==> config.mk <==
export PLATFORM = sky130hd
export DESIGN_NAME = csdu_top
export DESIGN_NICKNAME = d
export VERILOG_FILES = /design/src/hw/csdu_pkg.sv /design/src/hw/csdu_frac_div.sv /design/src/hw/csdu_top.sv
export SDC_FILE = /design/constraint.sdc
export NUM_CORES = 1
export LEC_CHECK = 0
export BUFFER_PORTS_ARGS = -buffer_cell sky130_fd_sc_hd__clkbuf_2
export CORE_MARGIN = 4
export CORE_UTILIZATION = 50
export DETAILED_ROUTE_END_ITERATION = 10
export PLACE_DENSITY = 0.71
export SLEW_MARGIN = 25
export SYNTH_ARGS = -nofsm -noshare
export SYNTH_HDL_FRONTEND = slang
export SYNTH_SLANG_ARGS = --single-unit
==> constraint.sdc <==
create_clock -name clk -period 5 [get_ports clk]
set_clock_uncertainty 0.1 [all_clocks]
set_input_delay 0.25 -clock clk [delete_from_list [all_inputs] [get_ports clk]]
set_output_delay 0.25 -clock clk [all_outputs]
set_load 0.05 [all_outputs]
==> src/hw/csdu_pkg.sv <==
// Constants, register map and encodings for the clock select and divider unit
package csdu_pkg;

   // ==========================================================
   // Register indices (byte address = 4 * index)
   localparam logic [7:0] IDX_GATE_A  = 8'h63;
   localparam logic [7:0] IDX_GATE_B  = 8'h64;
   localparam logic [7:0] IDX_GATE_C  = 8'h65;
   localparam logic [7:0] IDX_SYS_SEL = 8'h66;
   localparam logic [7:0] IDX_AUD_STP = 8'h67;
   localparam logic [7:0] IDX_AUD_MOD = 8'h68;
   localparam logic [7:0] IDX_MIC_STP = 8'h6C;
   localparam logic [7:0] IDX_MIC_MOD = 8'h6D;
   localparam logic [7:0] IDX_FST_SEL = 8'h70;
   localparam logic [7:0] IDX_LF_SEL  = 8'h73;

   // ==========================================================
   // Storage slots in the register array
   localparam int unsigned NUM_SLOTS = 10;
   localparam logic [3:0] SL_GATE_A  = 4'h0;
   localparam logic [3:0] SL_GATE_B  = 4'h1;
   localparam logic [3:0] SL_GATE_C  = 4'h2;
   localparam logic [3:0] SL_SYS_SEL = 4'h3;
   localparam logic [3:0] SL_AUD_STP = 4'h4;
   localparam logic [3:0] SL_AUD_MOD = 4'h5;
   localparam logic [3:0] SL_MIC_STP = 4'h6;
   localparam logic [3:0] SL_MIC_MOD = 4'h7;
   localparam logic [3:0] SL_FST_SEL = 4'h8;
   localparam logic [3:0] SL_LF_SEL  = 4'h9;

   // ==========================================================
   // Reset values and writable masks
   localparam logic [7:0] RST_GATE_A  = 8'h83;
   localparam logic [7:0] RST_GATE_B  = 8'h00;
   localparam logic [7:0] RST_GATE_C  = 8'h30;
   localparam logic [7:0] RST_SYS_SEL = 8'h06;
   localparam logic [7:0] RST_AUD_STP = 8'h00;
   localparam logic [7:0] RST_AUD_MOD = 8'h02;
   localparam logic [7:0] RST_MIC_STP = 8'h01;
   localparam logic [7:0] RST_MIC_MOD = 8'h02;
   localparam logic [7:0] RST_FST_SEL = 8'h00;
   localparam logic [7:0] RST_LF_SEL  = 8'h04;
   localparam logic [7:0] MSK_GATE_A  = 8'hBF;
   localparam logic [7:0] MSK_GATE_B  = 8'h1F;
   localparam logic [7:0] MSK_GATE_C  = 8'h37;
   localparam logic [7:0] MSK_FULL    = 8'hFF;

   // ==========================================================
   // Field positions
   localparam int unsigned CLK_EN_BIT  = 7;
   localparam int unsigned MIC_SRC_BIT = 1;
   localparam int unsigned LF_SEL_BIT  = 0;
   localparam int unsigned FSEL_LO_BIT = 7;
   localparam int unsigned FSEL_HI_BIT = 0;
   localparam int unsigned SRC_HI_BIT  = 6;
   localparam int unsigned SRC_LO_BIT  = 5;
   localparam int unsigned DIV_HI_BIT  = 4;

   // ==========================================================
   // System clock sources; the 32 MHz lane keeps 2 of 3 ref ticks
   typedef enum logic [1:0] {
      SRC_RC24 = 2'b00,
      SRC_FAST = 2'b01,
      SRC_FDIV = 2'b10,
      SRC_32M  = 2'b11
   } csdu_sys_src_e;
   localparam logic [1:0] R32_LAST = 2'h2;
   localparam logic [11:0] APB_ADDR_MSK = 12'hFFF;

endpackage

==> src/hw/csdu_frac_div.sv <==
// Step/modulus fractional divider producing a toggled clock level
`timescale 1ns/1ps
module csdu_frac_div
(
   // Clock and reset
   input  wire logic       clk,
   input  wire logic       rstn,
   input  wire logic       ce,
   // Reference and settings
   input  wire logic       ref_tick,
   input  wire logic       en,
   input  wire logic [6:0] step,
   input  wire logic [7:0] modulus,
   // Divided clock
   output logic            clk_out
);

   logic [7:0] acc_reg;
   logic [8:0] sum;
   logic [8:0] rem;
   logic       wrap;
   logic       run;

   // Adding twice the step makes two wraps one period
   assign sum  = {1'b0, acc_reg} + {1'b0, step, 1'b0};
   assign wrap = sum >= {1'b0, modulus};
   assign rem  = sum - {1'b0, modulus};
   // Stop only on a low phase so the gate never clips a pulse
   assign run  = en || clk_out;

   // Accumulator and toggle
   always_ff @(posedge clk or negedge rstn)
   begin
      if (!rstn)
      begin
         acc_reg <= 8'h00;
         clk_out <= 1'b0;
      end
      else if (ce && ref_tick)
      begin
         if (!run)
         begin
            acc_reg <= 8'h00;
         end
         else if (wrap)
         begin
            // A modulus cut below the running total restarts the phase
            acc_reg <= (rem >= {1'b0, modulus}) ? 8'h00 : rem[7:0]; // RQ15
            clk_out <= ~clk_out;                  // RQ2
         end
         else
         begin
            acc_reg <= sum[7:0];
         end
      end
   end
endmodule

==> src/hw/csdu_top.sv <==
// Clock select, divide and gate unit with an APB register slave
//
// Operation
// RQ1: Audio clock output runs only while the audio step register top bit is one.
// RQ2: Audio clock equals 48 MHz times the 7-bit step over the 8-bit modulus.
// RQ3: Software keeps each divider modulus at least twice its step.
// RQ4: Microphone clock output runs only while the microphone step top bit is one.
// RQ5: Low-frequency select bit 1 picks the microphone divider (0) or 32 kHz (1).
// RQ6: Microphone divider uses step bits 6:0 and the next register as modulus.
// RQ7: Low-frequency select bit 0 picks the RC (0) or crystal (1) 32 kHz source.
// RQ8: System select bits 6:5 pick RC 24, fast, divided fast or the 32 MHz lane.
// RQ9: Divided fast mode gives fast source frequency over select bits 4:0.
// RQ10: Software never loads the system divider field with zero or one.
// RQ11: Fast source is 48 MHz, RC 24 or crystal 24 by the two select bits.
// RQ12: Gate register A enables SPI, I2C, UART, USB, PWM, decoder and debug port.
// RQ13: Gate register B enables radio core, timer, DMA, algorithm unit and AES.
// RQ14: Gate register C enables audio interface, audio, data FIFO, mic core, filter.
// RQ15: Dividers are step accumulators toggling on wrap and switch glitch-free.
`timescale 1ns/1ps
module csdu_top
(
   // Clock, reset, freeze
   input  wire logic        clk,
   input  wire logic        rstn,
   input  wire logic        ce,
   // APB slave
   input  wire logic        psel,
   input  wire logic        penable,
   input  wire logic        pwrite,
   input  wire logic [11:0] paddr,
   input  wire logic [31:0] pwdata,
   input  wire logic [3:0]  pstrb,
   output logic [31:0]      prdata,
   output logic             pready,
   output logic             pslverr,
   // Source clocks as one-cycle ticks or levels
   input  wire logic        ref48_tick,
   input  wire logic        internal_24mhz_rc,
   input  wire logic        crystal_24mhz_source,
   input  wire logic        internal_32khz_rc,
   input  wire logic        crystal_32khz_source,
   // Produced clocks
   output logic             sys_clk_tick,
   output logic             fast_source_clock,
   output logic             audio_clk,
   output logic             digital_microphone_clk,
   // Module clock enables
   output logic [7:0]       gate_a_en,
   output logic [7:0]       gate_b_en,
   output logic [7:0]       gate_c_en
);

   // ==========================================================
   // Address decode helpers
   function automatic logic [4:0] slot_of(input logic [11:0] addr);
      logic [9:0] idx;
      idx = addr[11:2];
      slot_of = 5'h10;
      if (addr[1:0] == 2'b00)
      begin
         unique case (idx)
            {2'b00, csdu_pkg::IDX_GATE_A}:  slot_of = {1'b0, csdu_pkg::SL_GATE_A};
            {2'b00, csdu_pkg::IDX_GATE_B}:  slot_of = {1'b0, csdu_pkg::SL_GATE_B};
            {2'b00, csdu_pkg::IDX_GATE_C}:  slot_of = {1'b0, csdu_pkg::SL_GATE_C};
            {2'b00, csdu_pkg::IDX_SYS_SEL}: slot_of = {1'b0, csdu_pkg::SL_SYS_SEL};
            {2'b00, csdu_pkg::IDX_AUD_STP}: slot_of = {1'b0, csdu_pkg::SL_AUD_STP};
            {2'b00, csdu_pkg::IDX_AUD_MOD}: slot_of = {1'b0, csdu_pkg::SL_AUD_MOD};
            {2'b00, csdu_pkg::IDX_MIC_STP}: slot_of = {1'b0, csdu_pkg::SL_MIC_STP};
            {2'b00, csdu_pkg::IDX_MIC_MOD}: slot_of = {1'b0, csdu_pkg::SL_MIC_MOD};
            {2'b00, csdu_pkg::IDX_FST_SEL}: slot_of = {1'b0, csdu_pkg::SL_FST_SEL};
            {2'b00, csdu_pkg::IDX_LF_SEL}:  slot_of = {1'b0, csdu_pkg::SL_LF_SEL};
            default:                        slot_of = 5'h10;
         endcase
      end
   endfunction

   // Reserved gate bits never store and read back as zero
   function automatic logic [7:0] mask_of(input logic [3:0] sl);
      unique case (sl)
         csdu_pkg::SL_GATE_A: mask_of = csdu_pkg::MSK_GATE_A;
         csdu_pkg::SL_GATE_B: mask_of = csdu_pkg::MSK_GATE_B;
         csdu_pkg::SL_GATE_C: mask_of = csdu_pkg::MSK_GATE_C;
         default:             mask_of = csdu_pkg::MSK_FULL;
      endcase
   endfunction

   function automatic logic [7:0] reset_of(input int unsigned sl);
      unique case (sl)
         0:       reset_of = csdu_pkg::RST_GATE_A;
         1:       reset_of = csdu_pkg::RST_GATE_B;
         2:       reset_of = csdu_pkg::RST_GATE_C;
         3:       reset_of = csdu_pkg::RST_SYS_SEL;
         4:       reset_of = csdu_pkg::RST_AUD_STP;
         5:       reset_of = csdu_pkg::RST_AUD_MOD;
         6:       reset_of = csdu_pkg::RST_MIC_STP;
         7:       reset_of = csdu_pkg::RST_MIC_MOD;
         8:       reset_of = csdu_pkg::RST_FST_SEL;
         default: reset_of = csdu_pkg::RST_LF_SEL;
      endcase
   endfunction

   // ==========================================================
   // APB slave
   logic [7:0]  regs_reg [csdu_pkg::NUM_SLOTS];
   logic [4:0]  hit_slot;
   logic        hit;
   logic        wr_go;

   assign hit_slot = slot_of(paddr & csdu_pkg::APB_ADDR_MSK);
   assign hit      = !hit_slot[4];
   // A frozen block cannot take the access, so it stretches it
   assign pready   = ce;
   assign pslverr  = psel && penable && !hit;
   assign wr_go    = psel && penable && pwrite && ce && hit && pstrb[0];

   // Register array; only byte lane 0 carries data
   always_ff @(posedge clk or negedge rstn)
   begin
      if (!rstn)
      begin
         for (int i = 0; i < csdu_pkg::NUM_SLOTS; i++)
         begin
            regs_reg[i] <= reset_of(i);
         end
      end
      else if (wr_go)
      begin
         regs_reg[hit_slot[3:0]] <= pwdata[7:0] & mask_of(hit_slot[3:0]);
      end
   end

   // Read data captured in the setup cycle, answered in access
   always_ff @(posedge clk or negedge rstn)
   begin
      if (!rstn)
      begin
         prdata <= 32'h0000_0000;
      end
      else if (ce && psel && !penable)
      begin
         prdata <= hit ? {24'h00_0000, regs_reg[hit_slot[3:0]]} : 32'h0000_0000;
      end
   end

   // ==========================================================
   // Field views
   logic [7:0] sys_sel;
   logic [1:0] fsel;
   logic [4:0] sys_div;
   logic [7:0] lf_sel;
   logic [7:0] mic_stp;
   logic [7:0] aud_stp;
   csdu_pkg::csdu_sys_src_e sys_src;

   assign sys_sel = regs_reg[csdu_pkg::SL_SYS_SEL];
   assign lf_sel  = regs_reg[csdu_pkg::SL_LF_SEL];
   assign mic_stp = regs_reg[csdu_pkg::SL_MIC_STP];
   assign aud_stp = regs_reg[csdu_pkg::SL_AUD_STP];
   assign fsel    = {regs_reg[csdu_pkg::SL_FST_SEL][csdu_pkg::FSEL_HI_BIT],
                     sys_sel[csdu_pkg::FSEL_LO_BIT]};
   assign sys_div = sys_sel[csdu_pkg::DIV_HI_BIT:0];
   assign sys_src = csdu_pkg::csdu_sys_src_e'(
                    sys_sel[csdu_pkg::SRC_HI_BIT:csdu_pkg::SRC_LO_BIT]);

   // Module clock enables straight from the gate registers
   assign gate_a_en = regs_reg[csdu_pkg::SL_GATE_A]; // RQ12
   assign gate_b_en = regs_reg[csdu_pkg::SL_GATE_B]; // RQ13
   assign gate_c_en = regs_reg[csdu_pkg::SL_GATE_C]; // RQ14

   // ==========================================================
   // Fast source and system clock lanes
   logic       fast_tick;
   logic [4:0] fdiv_cnt_reg;
   logic       fdiv_pulse;
   logic [1:0] r32_cnt_reg;
   logic       r32_pulse;
   logic       sys_next;

   // Fast source pick; bit 1 set means the 24 MHz crystal
   always_comb
   begin
      unique casez (fsel)
         2'b00:   fast_tick = ref48_tick;           // RQ11
         2'b01:   fast_tick = internal_24mhz_rc;    // RQ11
         default: fast_tick = crystal_24mhz_source; // RQ11
      endcase
   end

   // Divide fast ticks by the divider field; zero and one are illegal
   always_ff @(posedge clk or negedge rstn)
   begin
      if (!rstn)
      begin
         fdiv_cnt_reg <= 5'h00;
      end
      else if (ce && fast_tick)
      begin
         if (fdiv_cnt_reg >= 5'(sys_div - 5'h01)) // RQ9
         begin
            fdiv_cnt_reg <= 5'h00;
         end
         else
         begin
            fdiv_cnt_reg <= 5'(fdiv_cnt_reg + 5'h01);
         end
      end
   end
   assign fdiv_pulse = fast_tick && (fdiv_cnt_reg >= 5'(sys_div - 5'h01)); // RQ9

   // 48 MHz times 2/3: keep two ref ticks, drop the third
   always_ff @(posedge clk or negedge rstn)
   begin
      if (!rstn)
      begin
         r32_cnt_reg <= 2'h0;
      end
      else if (ce && ref48_tick)
      begin
         r32_cnt_reg <= (r32_cnt_reg == csdu_pkg::R32_LAST) ? 2'h0 : 2'(r32_cnt_reg + 2'h1);
      end
   end
   assign r32_pulse = ref48_tick && (r32_cnt_reg != csdu_pkg::R32_LAST);

   // Tick lanes cannot glitch, so a select change is clean at once
   always_comb
   begin
      unique case (sys_src)
         csdu_pkg::SRC_RC24: sys_next = internal_24mhz_rc; // RQ8
         csdu_pkg::SRC_FAST: sys_next = fast_tick;         // RQ8
         csdu_pkg::SRC_FDIV: sys_next = fdiv_pulse;        // RQ8
         csdu_pkg::SRC_32M:  sys_next = r32_pulse;         // RQ8
      endcase
   end

   // Registered clock tick outputs
   always_ff @(posedge clk or negedge rstn)
   begin
      if (!rstn)
      begin
         sys_clk_tick      <= 1'b0;
         fast_source_clock <= 1'b0;
      end
      else if (ce)
      begin
         sys_clk_tick      <= sys_next;
         fast_source_clock <= fast_tick;
      end
   end

   // ==========================================================
   // Audio and microphone dividers
   logic aud_div;
   logic mic_div;
   logic lf_clk;
   logic mic_pick;
   logic mic_src_reg;
   logic mic_on_reg;

   csdu_frac_div u_aud_div
   (
      .clk      (clk),
      .rstn     (rstn),
      .ce       (ce),
      .ref_tick (ref48_tick),
      .en       (aud_stp[csdu_pkg::CLK_EN_BIT]), // RQ1
      .step     (aud_stp[6:0]),                  // RQ2
      .modulus  (regs_reg[csdu_pkg::SL_AUD_MOD]),
      .clk_out  (aud_div)
   );

   csdu_frac_div u_mic_div
   (
      .clk      (clk),
      .rstn     (rstn),
      .ce       (ce),
      .ref_tick (ref48_tick),
      .en       (1'b1),
      .step     (mic_stp[6:0]),                  // RQ6
      .modulus  (regs_reg[csdu_pkg::SL_MIC_MOD]), // RQ6
      .clk_out  (mic_div)
   );

   assign audio_clk = aud_div;
   // 32 kHz source: RC when bit is zero, crystal when one
   assign lf_clk = lf_sel[csdu_pkg::LF_SEL_BIT] ? crystal_32khz_source
                                                : internal_32khz_rc; // RQ7
   assign mic_pick = mic_src_reg ? lf_clk : mic_div;

   // Gate moves only while pin and picked source sit low; source also needs both sides low
   always_ff @(posedge clk or negedge rstn)
   begin
      if (!rstn)
      begin
         mic_src_reg <= 1'b0;
         mic_on_reg  <= 1'b0;
      end
      else if (ce && !digital_microphone_clk && !mic_pick)
      begin
         if (!mic_div && !lf_clk)
         begin
            mic_src_reg <= lf_sel[csdu_pkg::MIC_SRC_BIT]; // RQ5
         end
         mic_on_reg <= mic_stp[csdu_pkg::CLK_EN_BIT]; // RQ4
      end
   end

   // Registered microphone clock pin
   always_ff @(posedge clk or negedge rstn)
   begin
      if (!rstn)
      begin
         digital_microphone_clk <= 1'b0;
      end
      else if (ce)
      begin
         digital_microphone_clk <= mic_on_reg && mic_pick; // RQ4
      end
   end
endmodule

; Word level (Yosys, flattened, before mapping)
; Index checks and enable logic that the tools add are counted.
; W data, S select, Z words.
[word_totals]
word_cells = 111
output_inout_bits = 62
in_bits = 59
ff_bits = 142
[classes]
n_reduce_logical = 31
add_sub_neg = 7
order_cmp = 7
n_bitwise = 4
n_eq_ne = 18
n_mux = 22
[op_table]
columns = operator, n
row1 = $eq A10 B7 Y1 const B, 10
row2 = $bwmux W80, 1
row3 = $mux W8, 10
row4 = $pmux W5 S10, 1
row5 = $ge A9 B8 Y1, 4
row6 = $bmux W8 S4, 1
row7 = $demux W8 S4, 1
row8 = $pmux W8 S3, 1
row9 = $add A8 B8 Y9, 2
row10 = $sub A9 B8 Y9, 2
row11 = $logic_and A1 B1 Y1, 17
row12 = $mux W5, 2
row13 = $and A8 B8 Y8, 1
row14 = $eq A2 B2 Y1 const B, 3
row15 = $logic_not A1 Y1, 6
row16 = $logic_not A2 Y1, 3
row17 = $add A5 B1 Y5 const B, 1
row18 = $ge A5 B5 Y1, 1
row19 = $ge A5 B5 Y1 const B, 1
row20 = $lt A5 B1 Y1 const B, 1
row21 = $not A4 Y5, 1
row22 = $sub A5 B1 Y5 const B, 1
row23 = $eq A2 B1 Y1 const B, 2
row24 = $eq A4 B1 Y1 const B, 1
row25 = 12 further kinds, 15

; Depth between registers and ports, before layout
[logic_depth]
word_depth = 9
depth_mapped = 20
mapped_depth_nobuf = 20

; Hierarchy
; A second synthesis with hierarchy kept.
[hier_totals]
hier_cells = 822
area_unflattened_um2 = 8255.4
[modules_own_cells]
columns = module, cells_per_inst, instances, area_each_um2, seq_area_each_um2
row1 = csdu_top, 532, 1, 5705.5, 2516.2
row2 = csdu_frac_div (u_mic_div), 150, 1, 1307.5, 225.2
row3 = csdu_frac_div (u_aud_div), 140, 1, 1242.4, 225.2

; Worst setup path after synthesis
; No wires, ideal clock.
[synth_path]
path_type = register -> register
from = reg regs_reg (netlist bit mic_stp[0])
to = reg u_mic_div.acc_reg[2]
stages_incl_launch_ff = 19
synth_period_minus_slack_ns = 3.902
setup_slack_ns = 1.098
n_path_buf = 0
arrival_ns = 3.725
setup_ns = 0.077
required_ns = 4.823
cell_sequence = dfstp_2 > ha_1 > inv_1 > fa_1 > inv_1 > ha_1 > nor2b_1 > o21ai_0 > a21boi_0 > o21a_1 > or3_1 > and2_1 > ha_1 > nand2_1 > nor2_1 > a211oi_1 > o31a_1 > a32oi_1 > a21oi_1
[synth_between]
elab_chain_len = 5
word_cells_on_any_way = 6
classes_between = add/sub (2) / order compare (2) / mux (2)
[synth_rtl]
columns = item, line
row1 = "start, declared", csdu_top.sv:104  ; logic [7:0] regs_reg [csdu_pkg::NUM_SLOTS];
row2 = "start signal, assigned by index", csdu_top.sv:123  ; regs_reg[i] <= reset_of(i);
row3 = "start signal, assigned by index", csdu_top.sv:128  ; regs_reg[hit_slot[3:0]] <= pwdata[7:0] & mask_of(hit_slot[3:0]);
row4 = $add A8 B8 Y9 *, csdu_frac_div.sv:25  ; assign sum = {1'b0, acc_reg} + {1'b0, step, 1'b0};
row5 = $sub A9 B8 Y9, csdu_frac_div.sv:27  ; assign rem = sum - {1'b0, modulus};
row6 = $ge A9 B8 Y1, csdu_frac_div.sv:48  ; acc_reg <= (rem >= {1'b0, modulus}) ? 8'h00 : rem[7:0];
row7 = $mux W8, csdu_frac_div.sv:48
row8 = $mux W8 *, csdu_frac_div.sv:45  ; else if (wrap)
row9 = "end signal, assigned", csdu_frac_div.sv:48
row10 = "end signal, assigned", csdu_frac_div.sv:53  ; acc_reg <= sum[7:0];
row11 = "end, declared", csdu_frac_div.sv:18  ; logic [7:0] acc_reg;
; Mark *: on every way between the ends. The rest lies on a longest branch, timed or not.
; A chain may end at the register's enable or synchronous reset.

; Worst setup path in the final report
[layout_path]
from = reg regs_reg (netlist bit mic_stp[0])
to = reg u_mic_div.acc_reg[4]
; Same word-level chain as after synthesis.

==> qor.csv <==
stage,metric,value,unit
cells_and_area,final_util,56.0,%
sta,finalSetupViolCount,0,
worst_setup_path,critPathCaptureType,flip-flop,
sta,setup-tns-final,0,ns
clocking,cts-buffers-inserted,17,
floorplanning,fp.dieArea,18200,um2
global_routing,overflow,0,
placed_design,dp_hpwl,14400,um
worst_setup_path,critPathKind,flip-flop to flip-flop,
worst_setup_path,worstPathArrival,4.63,ns
route,drtAntennaViolNets,0,
sta,period_share,87.7,%
logic_synthesis,synthArstFlopShare,100,%
logic_synthesis,synth-seq-cells,118,
worst_setup_path,slowest_delay,0.56,ns
sta,layout_min_cycle_time,4.39,ns
min_path,min_path_type,input pin to flip-flop,
cells_and_area,antenna_cells,0,
sta,rsz0062_at_grt,no,
logic_synthesis,synth_edf_count,0,
placed_design,place_congestion,0.896,
floorplanning,core,15800,um2
global_routing,first_global_vias,5947,
logic_synthesis,yosysUniqueCellTypes,83,
sta,tightest_slew,0.951,ns
floorplanning,die_h,135,um
floorplanning,start_util,50.9,%
worst_setup_path,worstSetupStartpointType,flip-flop,
route,drc,0,
clocking,insertion_delay,0.42,ns
worst_setup_path,cp.required,5.24,ns
clocking,htreeDepth,4,
logic_synthesis,synthCells,824,
sta,fmax,0.228,GHz
worst_setup_path,path_cells,ha_1 > inv_1 > fa_1 > inv_1 > ha_1 > nor2b_1 > o21ai_0 > a21boi_0 > o21a_1 > or3_1 > and2_1 > ha_1 > nand2_1 > nor2_1 > a211oi_1 > o31a_1 > a32oi_1 > a21oi_1,
power,power.density,366,nW/um2
power,p_leak,0.00420,uW
clocking,cts_tree,done,
worst_setup_path,cp.buffers_inverters,2,
global_routing,grt_pass1_wl,31400,um
route,drtIter0Drc,485,
sta,hold_viol,0,
logic_synthesis,synth_area_per_cell,9.78,um2
global_routing,grt_max_degree,71,
clocking,holdBufCountCts,1,
power,ir_drop,261,uV
sta,slew_viol_final,0,
floorplanning,pin_count,121,
cells_and_area,drive_gt1_share,20.5,%
global_routing,grt_antenna_before_repair,0,
route,viasPerCell,5.63,
floorplanning,dieWidth,135,um
floorplanning,rows,46,
route,routed_wl,19600,um
clocking,clk_transition_reported_paths,0.06,ns
logic_synthesis,synthTopCellsByArea,"dfrtp_1, ha_1, buf_4",
logic_synthesis,yosysTopAreaCell,dfrtp_1,
clocking,post_cts_resized,0,
logic_synthesis,synth_area,8060,um2
worst_setup_path,cp_max_fo,8,
cells_and_area,regArea,2970,um2
worst_setup_path,crit_slowest_cell,dfstp_2,
clocking,cts_buffer_depth,2,
clocking,cts-root-buf,clkbuf_16,
route,via_count,6144,
worst_setup_path,path_common_cell,ha_1,
global_routing,track_usage,21.9,%
cells_and_area,final_nets,978,
cells_and_area,multi_input_area,4450,um2
job,maxCapViolCount,0,
logic_synthesis,seq_area_frac_synth,36.8,%
cells_and_area,largest_reg_flops,23,
logic_synthesis,synth_top_area_share,33.2,%
sta,relSlewSlack,36.2,%
cells_and_area,syn2layout_area_growth,9.90,%
logic_synthesis,ys.flop_type,dfrtp_1,
placed_design,port_buffers,69,
clocking,cts.sinks,118,
route,firstDrtPassIters,4,
cells_and_area,fillers,1410,
status,status,"finished, final reports clean",
logic_synthesis,yosys_warnings,0,
route,wl_per_cell,17.9,um
clocking,post_cts_buffers,0,
worst_setup_path,crit_family,compound AO/OA/AOI/OAI gates,
-- power by group --
| group | switching (uW) | total [uW] | internal [uW] |
|---|---|---|---|
| combinational | 529 | 874 | 345 |
| sequential | 49.6 | 1060 | 1010 |
| clock | 469 | 1310 | 839 |
| total | 1050 | 3250 | 2200 |
-- per-stage QoR --
| stage | area (um2) | hold WS, ns | setup slack [ns] | std cells | power [uW] |
|---|---|---|---|---|---|
| CTS | 8860 | 0.0243 | 0.672 | 1091 | 3250 |
| global placement | 8220 | 0.327 | 0.779 | 1058 | 1920 |
| finish | 8860 | 0.0284 | 0.614 | 1091 | 3250 |
| floorplan | 8150 | -0.146 | 1.10 | 847 | 1760 |
| global route | 8860 | 0.0370 | 0.404 | 1091 | 3420 |
| detailed placement | 8220 | 0.335 | 0.717 | 1058 | 1940 |
-- cell families (layout without fill, tap and decap cells) --
kind of cell	Yosys count	after routing	share of synthesized area, %
adders and majority gates	57	57	9.22
xor gates and xnor gates	26	26	2.82
buffers and inverters	122	150	9.12
DFF	118	118	36.8
other	1	24	0.0465
muxes	66	66	9.16
and+or+nand+nor	214	214	14.6
AOI/OAI and AO/OA	220	220	18.3
-- tightest hold or removal path, cell delays in order --
cell and delay (ns):
clkbuf_2 0.10, nand3_1 0.08, o21ai_0 0.08
-- layer usage --
| metal | part of all wire (%) | global-route usage (%) | vias to the layer above | wire length, um |
|---|---|---|---|---|
| li1 | - | - | 2967 | - |
| met1 | 48 | 31.7 | 2994 | 9400 |
| met2 | 46 | 34.7 | 163 | 9010 |
| met3 | 4.7 | 4.28 | 20 | 916 |
| met4 | 1.2 | 4.31 | 0 | 232 |
| met5 | 0 | 0 | - | 0 |
-- cells in the mapped netlist (9+ instances only) --
master / count
inv_1: 45
nor2_1: 28
dfstp_2: 11
a21oi_1: 57
o22ai_1: 15
dfrtp_1: 107
mux2_2: 31
ha_1: 53
buf_4: 51
o21ai_0: 53
and2_1: 16
nand4_1: 13
nor3_1: 9
xnor2_1: 20
nand2_1: 74
a21o_1: 24
nand3_1: 11
mux2i_1: 22
nor2b_1: 10
-- final cells by class --
| cell class | instances | area share, % |
|---|---|---|
| Clock inverter | 14 | 2.25 |
| Clock buffer | 18 | 4.84 |
| Inverter | 45 | 1.91 |
| Tap cell | 216 | 3.05 |
| Timing Repair Buffer | 73 | 4.29 |
| Multi-Input combinational cell | 607 | 50.2 |
| Sequential cell | 118 | 33.5 |
-- final timing paths --
check / start / endpoint / slack, ns / depth (start not counted)
worst min register to register: lf_sel[6] / lf_sel[6] / 0.38 / 2
max in group asynchronous: rstn / aud_stp[3] / 3.20 / 3
worst max-delay path: mic_stp[0] / u_mic_div.acc_reg[4] / 0.61 / 18
worst min-delay path: pwdata[6] / sys_sel[6] / 0.03 / 3
worst max register to register: mic_stp[0] / u_mic_div.acc_reg[4] / 0.61 / 18
min in group asynchronous: rstn / fdiv_cnt_reg[1] / 0.40 / 2
-- layout by cell type, fill, tap and decap left out, types with 13 or more instances in the layout --
cell type and instances:
mux2i_1 22, and2_1 16, a21o_1 24, nor2_1 28
xnor2_1 20, nand2_1 74, a21oi_1 57, ha_1 53
dfrtp_1 107, o21ai_0 53, nand4_1 13, clkbuf_16 17
mux2_2 31, clkbuf_2 68, inv_1 45, o22ai_1 15
conb_1 24
(Power assumes the default switching activity.)
